## src/lms_pkg.sv

```systemverilog
// Constants, types and helper functions for the load register bank.
// Assumes one 20 MHz clock domain and a synchronous active-high reset.
//
// Function
// - A read of the current measurement address returns the averaged terminal current.
// - A read of the voltage measurement address returns the averaged terminal voltage.
// - With remote sense in use and engaged, the voltage read reports the sense terminals.
// - The power and resistance measurement addresses each return their measured value.
// - Measurement and readback words are read with code 0x03 as two registers of a float.
// - The current target is written with code 0x10 as two registers and read back.
// - The voltage target is stored, read back, and used as reference in voltage mode.
// - The power target is stored, read back, and used as reference in power mode.
// - The resistance target is stored, read back, and used as reference in resistance mode.
// - Current above its trip limit for several samples disconnects the input with a fault.
// - Voltage above its trip limit for several samples disconnects the input with a fault.
// - Power above its trip limit for several samples disconnects the input with a fault.
// - Voltage below its trip limit for several samples disconnects the input with a fault.
// - A trip latch keeps the input off until a release write with no cause still present.
// - Live trip conditions show as bits of a read-only status word that reads do not clear.
package lms_pkg;

  localparam logic [7:0] FC_READ = 8'h03;
  localparam logic [7:0] FC_WRITE_SINGLE = 8'h06;
  localparam logic [7:0] FC_WRITE_MULTI = 8'h10;

  localparam logic [15:0] ADDR_STATUS = 16'h10D0;
  localparam logic [15:0] ADDR_FAULT_RELEASE = 16'h10E0;
  localparam logic [15:0] ADDR_LOW_HALF = 16'h0001;

  localparam int NUM_MEAS = 4;
  localparam int NUM_VALS = 8;
  localparam int NUM_TRIPS = 4;

  localparam logic [15:0] MEAS_ADDR [0:3] = '{16'h2010, 16'h2020, 16'h2030, 16'h2040};
  localparam logic [15:0] VAL_WR_ADDR [0:7] = '{16'h3010, 16'h3030, 16'h3050, 16'h3070,
                                                16'h4010, 16'h4030, 16'h4050, 16'h4070};
  localparam logic [15:0] VAL_RD_ADDR [0:7] = '{16'h3020, 16'h3040, 16'h3060, 16'h3080,
                                                16'h4020, 16'h4040, 16'h4060, 16'h4080};

  // Upper limits reset to +infinity and the lower one to zero, so nothing trips before setup.
  localparam logic [31:0] VAL_RESET [0:7] = '{32'h0000_0000, 32'h0000_0000, 32'h0000_0000,
                                              32'h0000_0000, 32'h7F80_0000, 32'h7F80_0000,
                                              32'h7F80_0000, 32'h0000_0000};

  localparam int IDX_CURR = 0;
  localparam int IDX_VOLT = 1;
  localparam int IDX_PWR = 2;
  localparam int IDX_RES = 3;
  localparam int IDX_OC = 4;
  localparam int IDX_OV = 5;
  localparam int IDX_OP = 6;
  localparam int IDX_UV = 7;

  localparam int TRIP_OC = 0;
  localparam int TRIP_OV = 1;
  localparam int TRIP_OP = 2;
  localparam int TRIP_UV = 3;

  localparam int ST_OC_BIT = 4;
  localparam int ST_OV_BIT = 5;
  localparam int ST_OP_BIT = 6;
  localparam int ST_UV_BIT = 8;

  localparam int TRIP_CNT_W = 4;
  localparam logic [3:0] TRIP_SAMPLES = 4'h3;

  typedef enum logic [3:0] {
    LMS_MODE_CC = 4'h1,
    LMS_MODE_CV = 4'h2,
    LMS_MODE_CP = 4'h4,
    LMS_MODE_CR = 4'h8
  } lms_mode_t;

  // Ordered compare of two single-precision floats; NaN is not handled.
  function automatic logic lms_float_gt(input logic [31:0] a, input logic [31:0] b);
    logic res;
    res = 1'b0;
    if (a[31] != b[31]) begin
      res = !a[31] && (a[30:0] != 31'h0000_0000 || b[30:0] != 31'h0000_0000);
    end else if (!a[31]) begin
      res = a[30:0] > b[30:0];
    end else begin
      res = a[30:0] < b[30:0];
    end
    return res;
  endfunction : lms_float_gt

endpackage : lms_pkg

```

## src/lms_regs.sv

```systemverilog
// Register bank of the electronic load: measurements, targets, trip limits and latches.
// Assumes requests arrive one 16-bit register at a time from the protocol front end,
// and that measurements are averaged floats from logic on the same clock.
`timescale 1ns/100ps
module lms_regs
  import lms_pkg::*;
(
  input wire logic clk,
  input wire logic srst,
  input wire logic req_valid,
  input wire logic [7:0] req_func,
  input wire logic [15:0] req_addr,
  input wire logic [15:0] req_wdata,
  input wire logic sample_valid,
  input wire logic [31:0] meas_current,
  input wire logic [31:0] meas_voltage,
  input wire logic [31:0] meas_sense_voltage,
  input wire logic remote_sense_engaged,
  input wire logic [31:0] meas_power,
  input wire logic [31:0] meas_resistance,
  input wire lms_mode_t reg_mode,
  output logic rsp_valid,
  output logic [15:0] rsp_data,
  output logic rsp_error,
  output logic input_connect,
  output logic overcurrent_fault,
  output logic overvoltage_fault,
  output logic overpower_fault,
  output logic undervoltage_fault,
  output logic [31:0] regulation_reference
);

  logic [31:0] value [0:NUM_VALS-1];
  logic [15:0] pend_hi;
  logic [2:0] pend_idx;
  logic pend_valid;
  logic [NUM_TRIPS-1:0] live;
  logic [NUM_TRIPS-1:0] latch;

  wire is_read = req_valid && (req_func == FC_READ);
  wire is_multi = req_valid && (req_func == FC_WRITE_MULTI);
  wire is_single = req_valid && (req_func == FC_WRITE_SINGLE);

  wire [31:0] volt_reported = remote_sense_engaged ? meas_sense_voltage : meas_voltage;

  wire [31:0] meas_word [0:NUM_MEAS-1];
  assign meas_word[0] = meas_current;
  assign meas_word[1] = volt_reported;
  assign meas_word[2] = meas_power;
  assign meas_word[3] = meas_resistance;

  wire [31:0] status_word = {{23{1'b0}}, live[TRIP_UV], 1'b0, live[TRIP_OP], live[TRIP_OV],
                             live[TRIP_OC], 4'h0};

  logic [NUM_MEAS-1:0] meas_hi_hit;
  logic [NUM_MEAS-1:0] meas_lo_hit;
  logic [NUM_VALS-1:0] rd_hi_hit;
  logic [NUM_VALS-1:0] rd_lo_hit;
  logic [NUM_VALS-1:0] wr_hi_hit;
  logic [NUM_VALS-1:0] wr_lo_hit;

  genvar gi;
  generate
    for (gi = 0; gi < NUM_MEAS; gi++) begin : g_meas_dec
      assign meas_hi_hit[gi] = (req_addr == MEAS_ADDR[gi]);
      assign meas_lo_hit[gi] = (req_addr == MEAS_ADDR[gi] + ADDR_LOW_HALF);
    end
    for (gi = 0; gi < NUM_VALS; gi++) begin : g_val_dec
      assign rd_hi_hit[gi] = (req_addr == VAL_RD_ADDR[gi]);
      assign rd_lo_hit[gi] = (req_addr == VAL_RD_ADDR[gi] + ADDR_LOW_HALF);
      assign wr_hi_hit[gi] = (req_addr == VAL_WR_ADDR[gi]);
      assign wr_lo_hit[gi] = (req_addr == VAL_WR_ADDR[gi] + ADDR_LOW_HALF);
    end
  endgenerate

  wire status_hi_hit = (req_addr == ADDR_STATUS);
  wire status_lo_hit = (req_addr == ADDR_STATUS + ADDR_LOW_HALF);
  wire release_hit = (req_addr == ADDR_FAULT_RELEASE);

  // Read data and write index selection.
  logic [15:0] rd_word;
  logic rd_ok;
  logic [2:0] wr_hi_idx;
  always_comb begin
    rd_word = 16'h0000;
    rd_ok = 1'b0;
    wr_hi_idx = 3'h0;
    for (int k = 0; k < NUM_MEAS; k++) begin
      if (meas_hi_hit[k]) begin
        rd_word = meas_word[k][31:16];
        rd_ok = 1'b1;
      end else if (meas_lo_hit[k]) begin
        rd_word = meas_word[k][15:0];
        rd_ok = 1'b1;
      end
    end
    for (int k = 0; k < NUM_VALS; k++) begin
      if (rd_hi_hit[k]) begin
        rd_word = value[k][31:16];
        rd_ok = 1'b1;
      end else if (rd_lo_hit[k]) begin
        rd_word = value[k][15:0];
        rd_ok = 1'b1;
      end
      if (wr_hi_hit[k]) begin
        wr_hi_idx = k[2:0];
      end
    end
    if (status_hi_hit) begin
      rd_word = status_word[31:16];
      rd_ok = 1'b1;
    end else if (status_lo_hit) begin
      rd_word = status_word[15:0];
      rd_ok = 1'b1;
    end
  end

  // upper half first, commit on lower
  wire hi_write = is_multi && (|wr_hi_hit);
  wire lo_write = is_multi && pend_valid && wr_lo_hit[pend_idx];
  wire commit = lo_write && !pend_hi[15];
  wire [31:0] commit_value = {pend_hi, req_wdata};

  // Refusing the release while any cause is live keeps the input from chattering on and off.
  // release only with no live cause
  wire release_req = is_single && release_hit && (req_wdata != 16'h0000);
  wire release_ok = release_req && !(|live);

  wire [15:0] next_rsp_data = (is_read && rd_ok) ? rd_word : 16'h0000;
  wire next_rsp_error = req_valid && !((is_read && rd_ok) || hi_write || commit || release_req);

  always_ff @(posedge clk) begin
    if (srst) begin
      rsp_valid <= 1'b0;
      rsp_data <= 16'h0000;
      rsp_error <= 1'b0;
    end else begin
      rsp_valid <= req_valid;
      rsp_data <= next_rsp_data;
      rsp_error <= next_rsp_error;
    end
  end

  always_ff @(posedge clk) begin
    if (srst) begin
      pend_valid <= 1'b0;
      pend_hi <= 16'h0000;
      pend_idx <= 3'h0;
    end else if (hi_write) begin
      pend_valid <= 1'b1;
      pend_hi <= req_wdata;
      pend_idx <= wr_hi_idx;
    end else if (req_valid) begin
      pend_valid <= 1'b0;
    end
  end

  // targets and limits stored on commit
  always_ff @(posedge clk) begin
    for (int k = 0; k < NUM_VALS; k++) begin
      if (srst) begin
        value[k] <= VAL_RESET[k];
      end else if (commit && pend_idx == k[2:0]) begin
        value[k] <= commit_value;
      end
    end
  end

  // Trip comparisons use the reported voltage, so engaged sense also guards the load.
  logic [NUM_TRIPS-1:0] out_of_limit;
  assign out_of_limit[TRIP_OC] = lms_float_gt(meas_current, value[IDX_OC]);
  assign out_of_limit[TRIP_OV] = lms_float_gt(volt_reported, value[IDX_OV]);
  assign out_of_limit[TRIP_OP] = lms_float_gt(meas_power, value[IDX_OP]);
  assign out_of_limit[TRIP_UV] = lms_float_gt(value[IDX_UV], volt_reported);

  generate
    for (gi = 0; gi < NUM_TRIPS; gi++) begin : g_trip
      lms_trip_detect u_detect (
        .clk(clk),
        .srst(srst),
        .sample_valid(sample_valid),
        .out_of_limit(out_of_limit[gi]),
        .active(live[gi])
      );
    end
  endgenerate

  wire [NUM_TRIPS-1:0] next_latch = live | (latch & {NUM_TRIPS{!release_ok}});

  logic [31:0] next_reference;
  always_comb begin
    case (reg_mode)
      LMS_MODE_CC: next_reference = value[IDX_CURR];
      LMS_MODE_CV: next_reference = value[IDX_VOLT];
      LMS_MODE_CP: next_reference = value[IDX_PWR];
      LMS_MODE_CR: next_reference = value[IDX_RES];
      default: next_reference = 32'h0000_0000;
    endcase
  end

  always_ff @(posedge clk) begin
    if (srst) begin
      latch <= '0;
      input_connect <= 1'b0;
      overcurrent_fault <= 1'b0;
      overvoltage_fault <= 1'b0;
      overpower_fault <= 1'b0;
      undervoltage_fault <= 1'b0;
      regulation_reference <= 32'h0000_0000;
    end else begin
      latch <= next_latch;
      input_connect <= !(|next_latch);
      overcurrent_fault <= next_latch[TRIP_OC];
      overvoltage_fault <= next_latch[TRIP_OV];
      overpower_fault <= next_latch[TRIP_OP];
      undervoltage_fault <= next_latch[TRIP_UV];
      regulation_reference <= next_reference;
    end
  end
endmodule : lms_regs

```

## src/lms_trip_detect.sv

```systemverilog
// Consecutive-sample qualifier for one protection trip.
// Assumes the compare result and sample strobe come from logic on the same clock.
`timescale 1ns/100ps
module lms_trip_detect
  import lms_pkg::*;
(
  input wire logic clk,
  input wire logic srst,
  input wire logic sample_valid,
  input wire logic out_of_limit,
  output logic active
);

  logic [TRIP_CNT_W-1:0] count;
  logic [TRIP_CNT_W-1:0] next_count;
  logic next_active;

  assign next_count = !sample_valid ? count :
                      !out_of_limit ? '0 :
                      (count == TRIP_SAMPLES) ? count : count + 4'h1;
  assign next_active = (next_count == TRIP_SAMPLES);

  always_ff @(posedge clk) begin
    if (srst) begin
      count <= '0;
      active <= 1'b0;
    end else begin
      count <= next_count;
      active <= next_active;
    end
  end
endmodule : lms_trip_detect

```

## config.mk

```make
export PLATFORM = sky130hd
export DESIGN_NAME = lms_regs
export DESIGN_NICKNAME = d
export VERILOG_FILES = /design/src/lms_pkg.sv /design/src/lms_regs.sv /design/src/lms_trip_detect.sv
export SDC_FILE = /design/constraint.sdc
export NUM_CORES = 1
export LEC_CHECK = 0
export ABC_CLOCK_PERIOD_IN_PS = 8600
export BUFFER_PORTS_ARGS = -buffer_cell sky130_fd_sc_hd__buf_4
export CORE_MARGIN = 2
export CORE_UTILIZATION = 50
export DETAILED_ROUTE_END_ITERATION = 6
export PLACE_DENSITY = 0.74
export SLEW_MARGIN = 20
export SYNTH_ARGS = -nofsm -noshare
export SYNTH_HDL_FRONTEND = slang
export SYNTH_SLANG_ARGS = --single-unit
```

## constraint.sdc

```tcl
create_clock -name clk -period 8.6 [get_ports clk]
set_input_delay 0.43 -clock clk [delete_from_list [all_inputs] [get_ports clk]]
set_output_delay 0.43 -clock clk [all_outputs]
set_load 0.005 [all_outputs]
```

-- Word-level counts from Yosys, hierarchy flattened
Memories as Yosys holds them, arrays and structs flattened.
Index checks and enable logic that the tools add are counted.
- add/sub/neg operators: 4
- order comparisons: 9
- eq/ne operators: 69
- mux-type cells: 118
- bitwise operators: 11
- reductions and logical operators: 55
- operator list (operator ; count):
    16-bit by 14-bit equality test with 1-bit output, second input constant ; 24
    16-bit 2-to-1 mux ; 24
    32-bit 2-to-1 mux ; 9
    16-bit by 15-bit equality test with 1-bit output, second input constant ; 16
    31-bit nonzero test ; 7
    32-bit case mux with 4 select lines ; 1
    31-bit greater-than comparator ; 4
    31-bit less-than comparator ; 4
    1-bit 2-to-1 mux ; 64
    16-bit by 13-bit equality test with 1-bit output, second input constant ; 3
    4-bit 2-to-1 mux ; 12
    4-bit by 2-bit equality test with 1-bit output, second input constant ; 9
    1-bit logical AND ; 24
    3-bit 2-to-1 mux ; 6
    4-bit by 1-bit adder with 4-bit output, second input constant ; 4
    16-bit nonzero test ; 1
    3-bit equality test, second input constant ; 4
    4-bit OR reduction ; 3
    1-bit logical NOT ; 9
    9-bit 2-to-1 mux ; 1
    8-bit by 2-bit equality test with 1-bit output, second input constant ; 1
    8-bit by 3-bit equality test with 1-bit output, second input constant ; 1
    8-bit by 5-bit equality test with 1-bit output, second input constant ; 1
    1-bit bitwise OR ; 8
    other kinds (16) ; 26
- flip-flop bits (word level): 99
- RAM bits: 256
- input port bits: 209
- word-level logic and storage cells: 289
- memories: 1
- memories (memory ; depth ; bits a word ; read ports ; clocked after Yosys merged registers in ; wr ports ; RTL line ; text):
    value ; 8 ; 32 ; 8 ; 0 ; 8 ; lms_regs.sv:33 ; logic [31:0] value [0:NUM_VALS-1];

-- Depth between registers and ports, before layout
- depth after elaboration: 33
- gate-level depth with buffers: 16

-- Cells and area by module
Synthesis repeated with hierarchy kept, for this count alone.
- cells, all modules: 2169
- area total of the unflattened synthesis: 21523.1 µm²
- by module, submodules not included (module ; instances ; cells an instance ; area an instance (µm²) ; seq. area each (µm²)):
    lms_regs ; 1 ; 2049 ; 20492.2 ; 9188.8
    lms_trip_detect ; 4 ; 30 ; 257.7 ; 100.1

-- Worst setup path before layout
OpenSTA, ideal clock, no wires.
- path type: in2reg
- start: input req_addr[9]
- end: memory value[7][4], in the netlist value[1][100], enable pin
- arrival: 4.336 ns
- setup slack: 3.798 ns
- cell stages on the path: 8
- path buffers: 1
- path through: or4_4 > or2_1 > buf_2 > nor4b_1 > nand2_1 > nor2_1 > nand2_1 > o21ai_0
- RTL lines (item ; RTL line ; text):
    from (decl) ; lms_regs.sv:12 ; input wire logic [15:0] req_addr,
    to (decl) ; lms_regs.sv:33 ;

-- Final worst setup path
- start: input req_addr[12]
- end: register rsp_data[7]
- longest elaborated chain between the ends: 30
- elaborated cells on any way between the ends: 79
- RTL lines (item ; RTL line ; text):
    16-bit by 14-bit equality test with 1-bit output ; lms_regs.sv:66 ; assign meas_lo_hit[gi] = (req_addr == MEAS_ADDR[gi] + ADDR_LOW_HALF);
    1-bit 2-to-1 mux ; lms_regs.sv:92 ; end else if (meas_lo_hit[k]) begin
    1-bit 2-to-1 mux ; lms_regs.sv:89 ; if (meas_hi_hit[k]) begin
    1-bit 2-to-1 mux ; lms_regs.sv:92 ;
    1-bit 2-to-1 mux ; lms_regs.sv:89 ;
    1-bit 2-to-1 mux ; lms_regs.sv:92 ;
    1-bit 2-to-1 mux ; lms_regs.sv:89 ;
    1-bit 2-to-1 mux ; lms_regs.sv:92 ;
    [... 14 more ...] ; - ;
    1-bit 2-to-1 mux ; lms_regs.sv:98 ; if (rd_hi_hit[k]) begin
    1-bit 2-to-1 mux ; lms_regs.sv:101 ; end else if (rd_lo_hit[k]) begin
    1-bit 2-to-1 mux ; lms_regs.sv:98 ;
    1-bit 2-to-1 mux ; lms_regs.sv:112 ; end else if (status_lo_hit) begin
    1-bit 2-to-1 mux ; lms_regs.sv:109 ; if (status_hi_hit) begin
    1-bit logical AND ; lms_regs.sv:129 ; wire [15:0] next_rsp_data = (is_read && rd_ok) ? rd_word : 16'h0000;
    1-bit NOT (no source line) ; - ;
    4-bit OR reduction (no source line) ; - ;
    to (signal assigned) ; lms_regs.sv:139 ; rsp_data <= next_rsp_data;
    to (decl) ; lms_regs.sv:23 ; output logic [15:0] rsp_data,
Several ways; a longest one is shown, not always the timed one.
A chain may end at the register's enable or synchronous reset.

==> results.sh <==
export IMPL_dpl_instance_area_um2=23800
export IMPL_r2r_end="g_trip[2].u_detect.active"
export IMPL_worstSetupStartpointType="input pin"
export IMPL_final_max_slew_violation_count=0
export IMPL_timing_final_crit_share_pct=47.8
export IMPL_finalCoreUtilization_pct=60.0
export IMPL_cts_root_to_sink_buffers=3
export IMPL_placeableCoreArea_um2=41900
export IMPL_ys_seq_area_share_pct=45.3
export IMPL_dieHeight_um=210
export IMPL_cp_common_cell="a221oi_1"
export IMPL_grt_use_total_pct=47.0
export IMPL_drt_first_iter_violations=4432
export IMPL_hp_class="input pin to register"
export IMPL_critical_path_cell_chain="buf_4 > nor4_1 > nand3_1 > nor3_1 > a221oi_1 > a21oi_1 > a211oi_1 > o311ai_1 > a221oi_1 > a211o_1 > a311oi_1"
export IMPL_placement_rows=75
export IMPL_max_cap_viol=0
export IMPL_rr_startpoint="value[1][70]"
export IMPL_tritoncts_clock_tree="built"
export IMPL_rsz0062_at_grt="no"
export IMPL_initial_utilization_pct=50.6
export IMPL_weighted_congestion_at_the_end_of_routability_driven_global_placement=1.15
export IMPL_total_neg_setup_slack_ns=0
export IMPL_min_path_cells=2
export IMPL_cts_repair_timing_setup_buffer_count=0
export IMPL_i_o_pins=264
export IMPL_critical_path_required_ns=9.06
export IMPL_grt_overflow_total=0
export IMPL_layout_drive_gt1_share_pct=17.9
export IMPL_cts_hold_buffers_added=0
export IMPL_routedWlPerCell_um=35.7
export IMPL_synth_seq_cells=351
export IMPL_first_pass_grt_wire_length_um=146000
export IMPL_h_tree_depth=2
export IMPL_most_common_cell_after_layout_fill_and_taps_aside="buf_4"
export IMPL_final_setup_skew_ns=0.0163
export IMPL_crit_arrival_ns=4.57
export IMPL_count_of_vias_placed_by_the_detailed_router=21400
export IMPL_clkSlewWorstSetupHoldPaths_ns=0.06
export IMPL_clockRootBuffer="clkbuf_16"
export IMPL_worst_pin_slew_ns=1.22
export IMPL_asyncSetResetFlopFracSynth_pct=0
export IMPL_placement_io_buffers=263
export IMPL_detailedPlacementHpwl_um=81300
export IMPL_area_growth_pct=18.7
export IMPL_syn_area_per_cell_um2=9.84
export IMPL_cp_max_delay_cell="nor3_1"
export IMPL_critPathKind="input pin to register"
export IMPL_post_cts_resize_count=0
export IMPL_post_route_drc_count=0
export IMPL_path_max_fanout=7
export IMPL_timing_reg2reg_worst_path_depth=11
export IMPL_design_area_um2=25100
export IMPL_hp_start="sample_valid"
export IMPL_timing_critical_path_to_type="register"
export IMPL_power_ir_vdd_worst_mv=0.204
export IMPL_critical_path_max_stage_delay_ns=0.75
export IMPL_p_per_area_nw_per_um2=166
export IMPL_drt_first_pass_iters=6
export IMPL_ant_nets=0
export IMPL_floorplan_die_area_um2=44000
export IMPL_die_w_um=210
export IMPL_report_power_total_w=0.00417
export IMPL_max_clock_freq_mhz=243
export IMPL_commonest_cells_after_routing_fill_and_taps_aside="295 x buf_4, 256 x edfxtp_1, 231 x and2_1, 149 x inv_1, 144 x a21oi_1"
export IMPL_cts_sinks=351
export IMPL_setup_viol=0
export IMPL_first_global_vias=19800
export IMPL_ff2ff_setup_slack_ns=4.94
export IMPL_routed_via_density=7.22
export IMPL_insertion_delay_ns=0.57
export IMPL_cts_buffers=38
export IMPL_ys_warnings=0
export IMPL_maximum_number_of_pins_on_one_net_before_global_route_repair=51
export IMPL_syn_instance_count=2150
export IMPL_drt_wl_total_um=106000
export IMPL_whs_endpoint="g_trip[1].u_detect.count[0]"
export IMPL_remaining_max_slew_budget_at_the_tightest_pin_pct=18.4
export IMPL_edff_count_synth=256
export IMPL_hold_viol_final=0
export IMPL_min_tclk_post_route_ns=4.11
export IMPL_run_status="completed"
export IMPL_post_synth_top_flop="edfxtp_1"
export IMPL_yosys_cell_types_count=81
export IMPL_power_leakage_nw=9.87
export IMPL_grt_antenna_before_repair=11
export IMPL_final_nets=2729
export IMPL_synthesis_area_um2=21200
[registers in the layout (all words and copies together), names as in the netlist]
name                    flops
input_connect               1
rsp_valid                   1
g_trip.u_detect.count      16
rsp_data                   16
latch                       3
pend_valid                  1
pend_idx                    3
g_trip.u_detect.active      4
value                     256
regulation_reference       32
pend_hi                    16
undervoltage_fault          1
rsp_error                   1
[worst max path at each step]
stage	start	endpoint	slack [ns]	cells after the start
after floorplan	req_addr[9]	value[1][100]	3.80	8
after global placement	req_addr[7]	rsp_data[9]	4.24	11
after detailed placement	req_addr[12]	rsp_data[7]	4.19	11
after CTS	req_addr[12]	rsp_data[12]	4.73	11
after global routing	remote_sense_engaged	g_trip[1].u_detect.active	4.60	13
final	req_addr[12]	rsp_data[7]	4.49	11
[where the power goes]
| part | leakage (nW) | switching (W) | internal (W) |
|---|---|---|---|
| combinational | 6.01 | 0.000311 | 0.000178 |
| clock | 0.635 | 0.000720 | 0.000975 |
| sequential | 3.23 | 0.000101 | 0.00188 |
| total | 9.87 | 0.00113 | 0.00304 |
[per-stage QoR]
stage | hold WS [ns] | setup slack [ns] | instances
finish | 0.196 | 4.49 | 2967
global route | 0.210 | 4.60 | 2961
floorplan | 0.445 | 3.80 | 2157
global placement | 0.475 | 4.24 | 2889
CTS | 0.181 | 4.73 | 2959
detailed placement | 0.500 | 4.19 | 2889
[routing by layer]
| metal | routed length, um | global-route usage (%) | vias up |
|---|---|---|---|
| met5 | 79 | 0 | - |
| met4 | 7290 | 27.7 | 10 |
| met3 | 16300 | 14.1 | 384 |
| met2 | 42300 | 64.9 | 2023 |
| met1 | 40000 | 65.1 | 10300 |
| li1 | - | - | 8664 |
[worst max-delay path, delay by kind of cell]
kind	cells	cell delay [ns]
simple gates	3	1.91
buf+inv	1	0.13
compound gates	7	2.10
[cell families (layout without fill, tap and decap cells)]
family,count (synthesis),in the layout,share of synthesized area [%]
AOI/OAI and AO/OA,561,561,18.3
xor gates and xnor gates,5,5,0.207
adders and majority gates,128,128,7.57
buffers and inverters,251,516,4.54
DFF,351,351,45.3
muxes,53,53,2.65
other,1,14,0.0177
and+or+nand+nor,800,800,21.4
[synthesized netlist by cell type, types with 25 or more instances]
cell type  instances  area (um^2)
a221oi_1          34          298
mux2_2            25          282
nand2b_1          39          244
edfxtp_1         256         7690
mux2i_1           28          280
and2_1           231         1450
nand3_1           48          240
nor2_1           125          469
o21ai_0           83          415
a21oi_1          144          721
clkbuf_1          86          323
dfxtp_1           95         1900
nor4_1            72          450
a22oi_1           90          676
nor3_1            38          190
inv_1            149          559
ha_1             128         1600
nand4_1           45          282
nand2_1          123          462
[final cells by class]
class	count	area, um^2
Clock buffer	48	1060
Fill cell	3533	16700
Tap cell	539	674
Inverter	149	559
Antenna cell	6	15.0
Clock inverter	22	221
Sequential cell	351	9590
Multi-Input combinational cell	1555	10800
Timing Repair Buffer	297	2240
(Power assumes the default switching activity.)
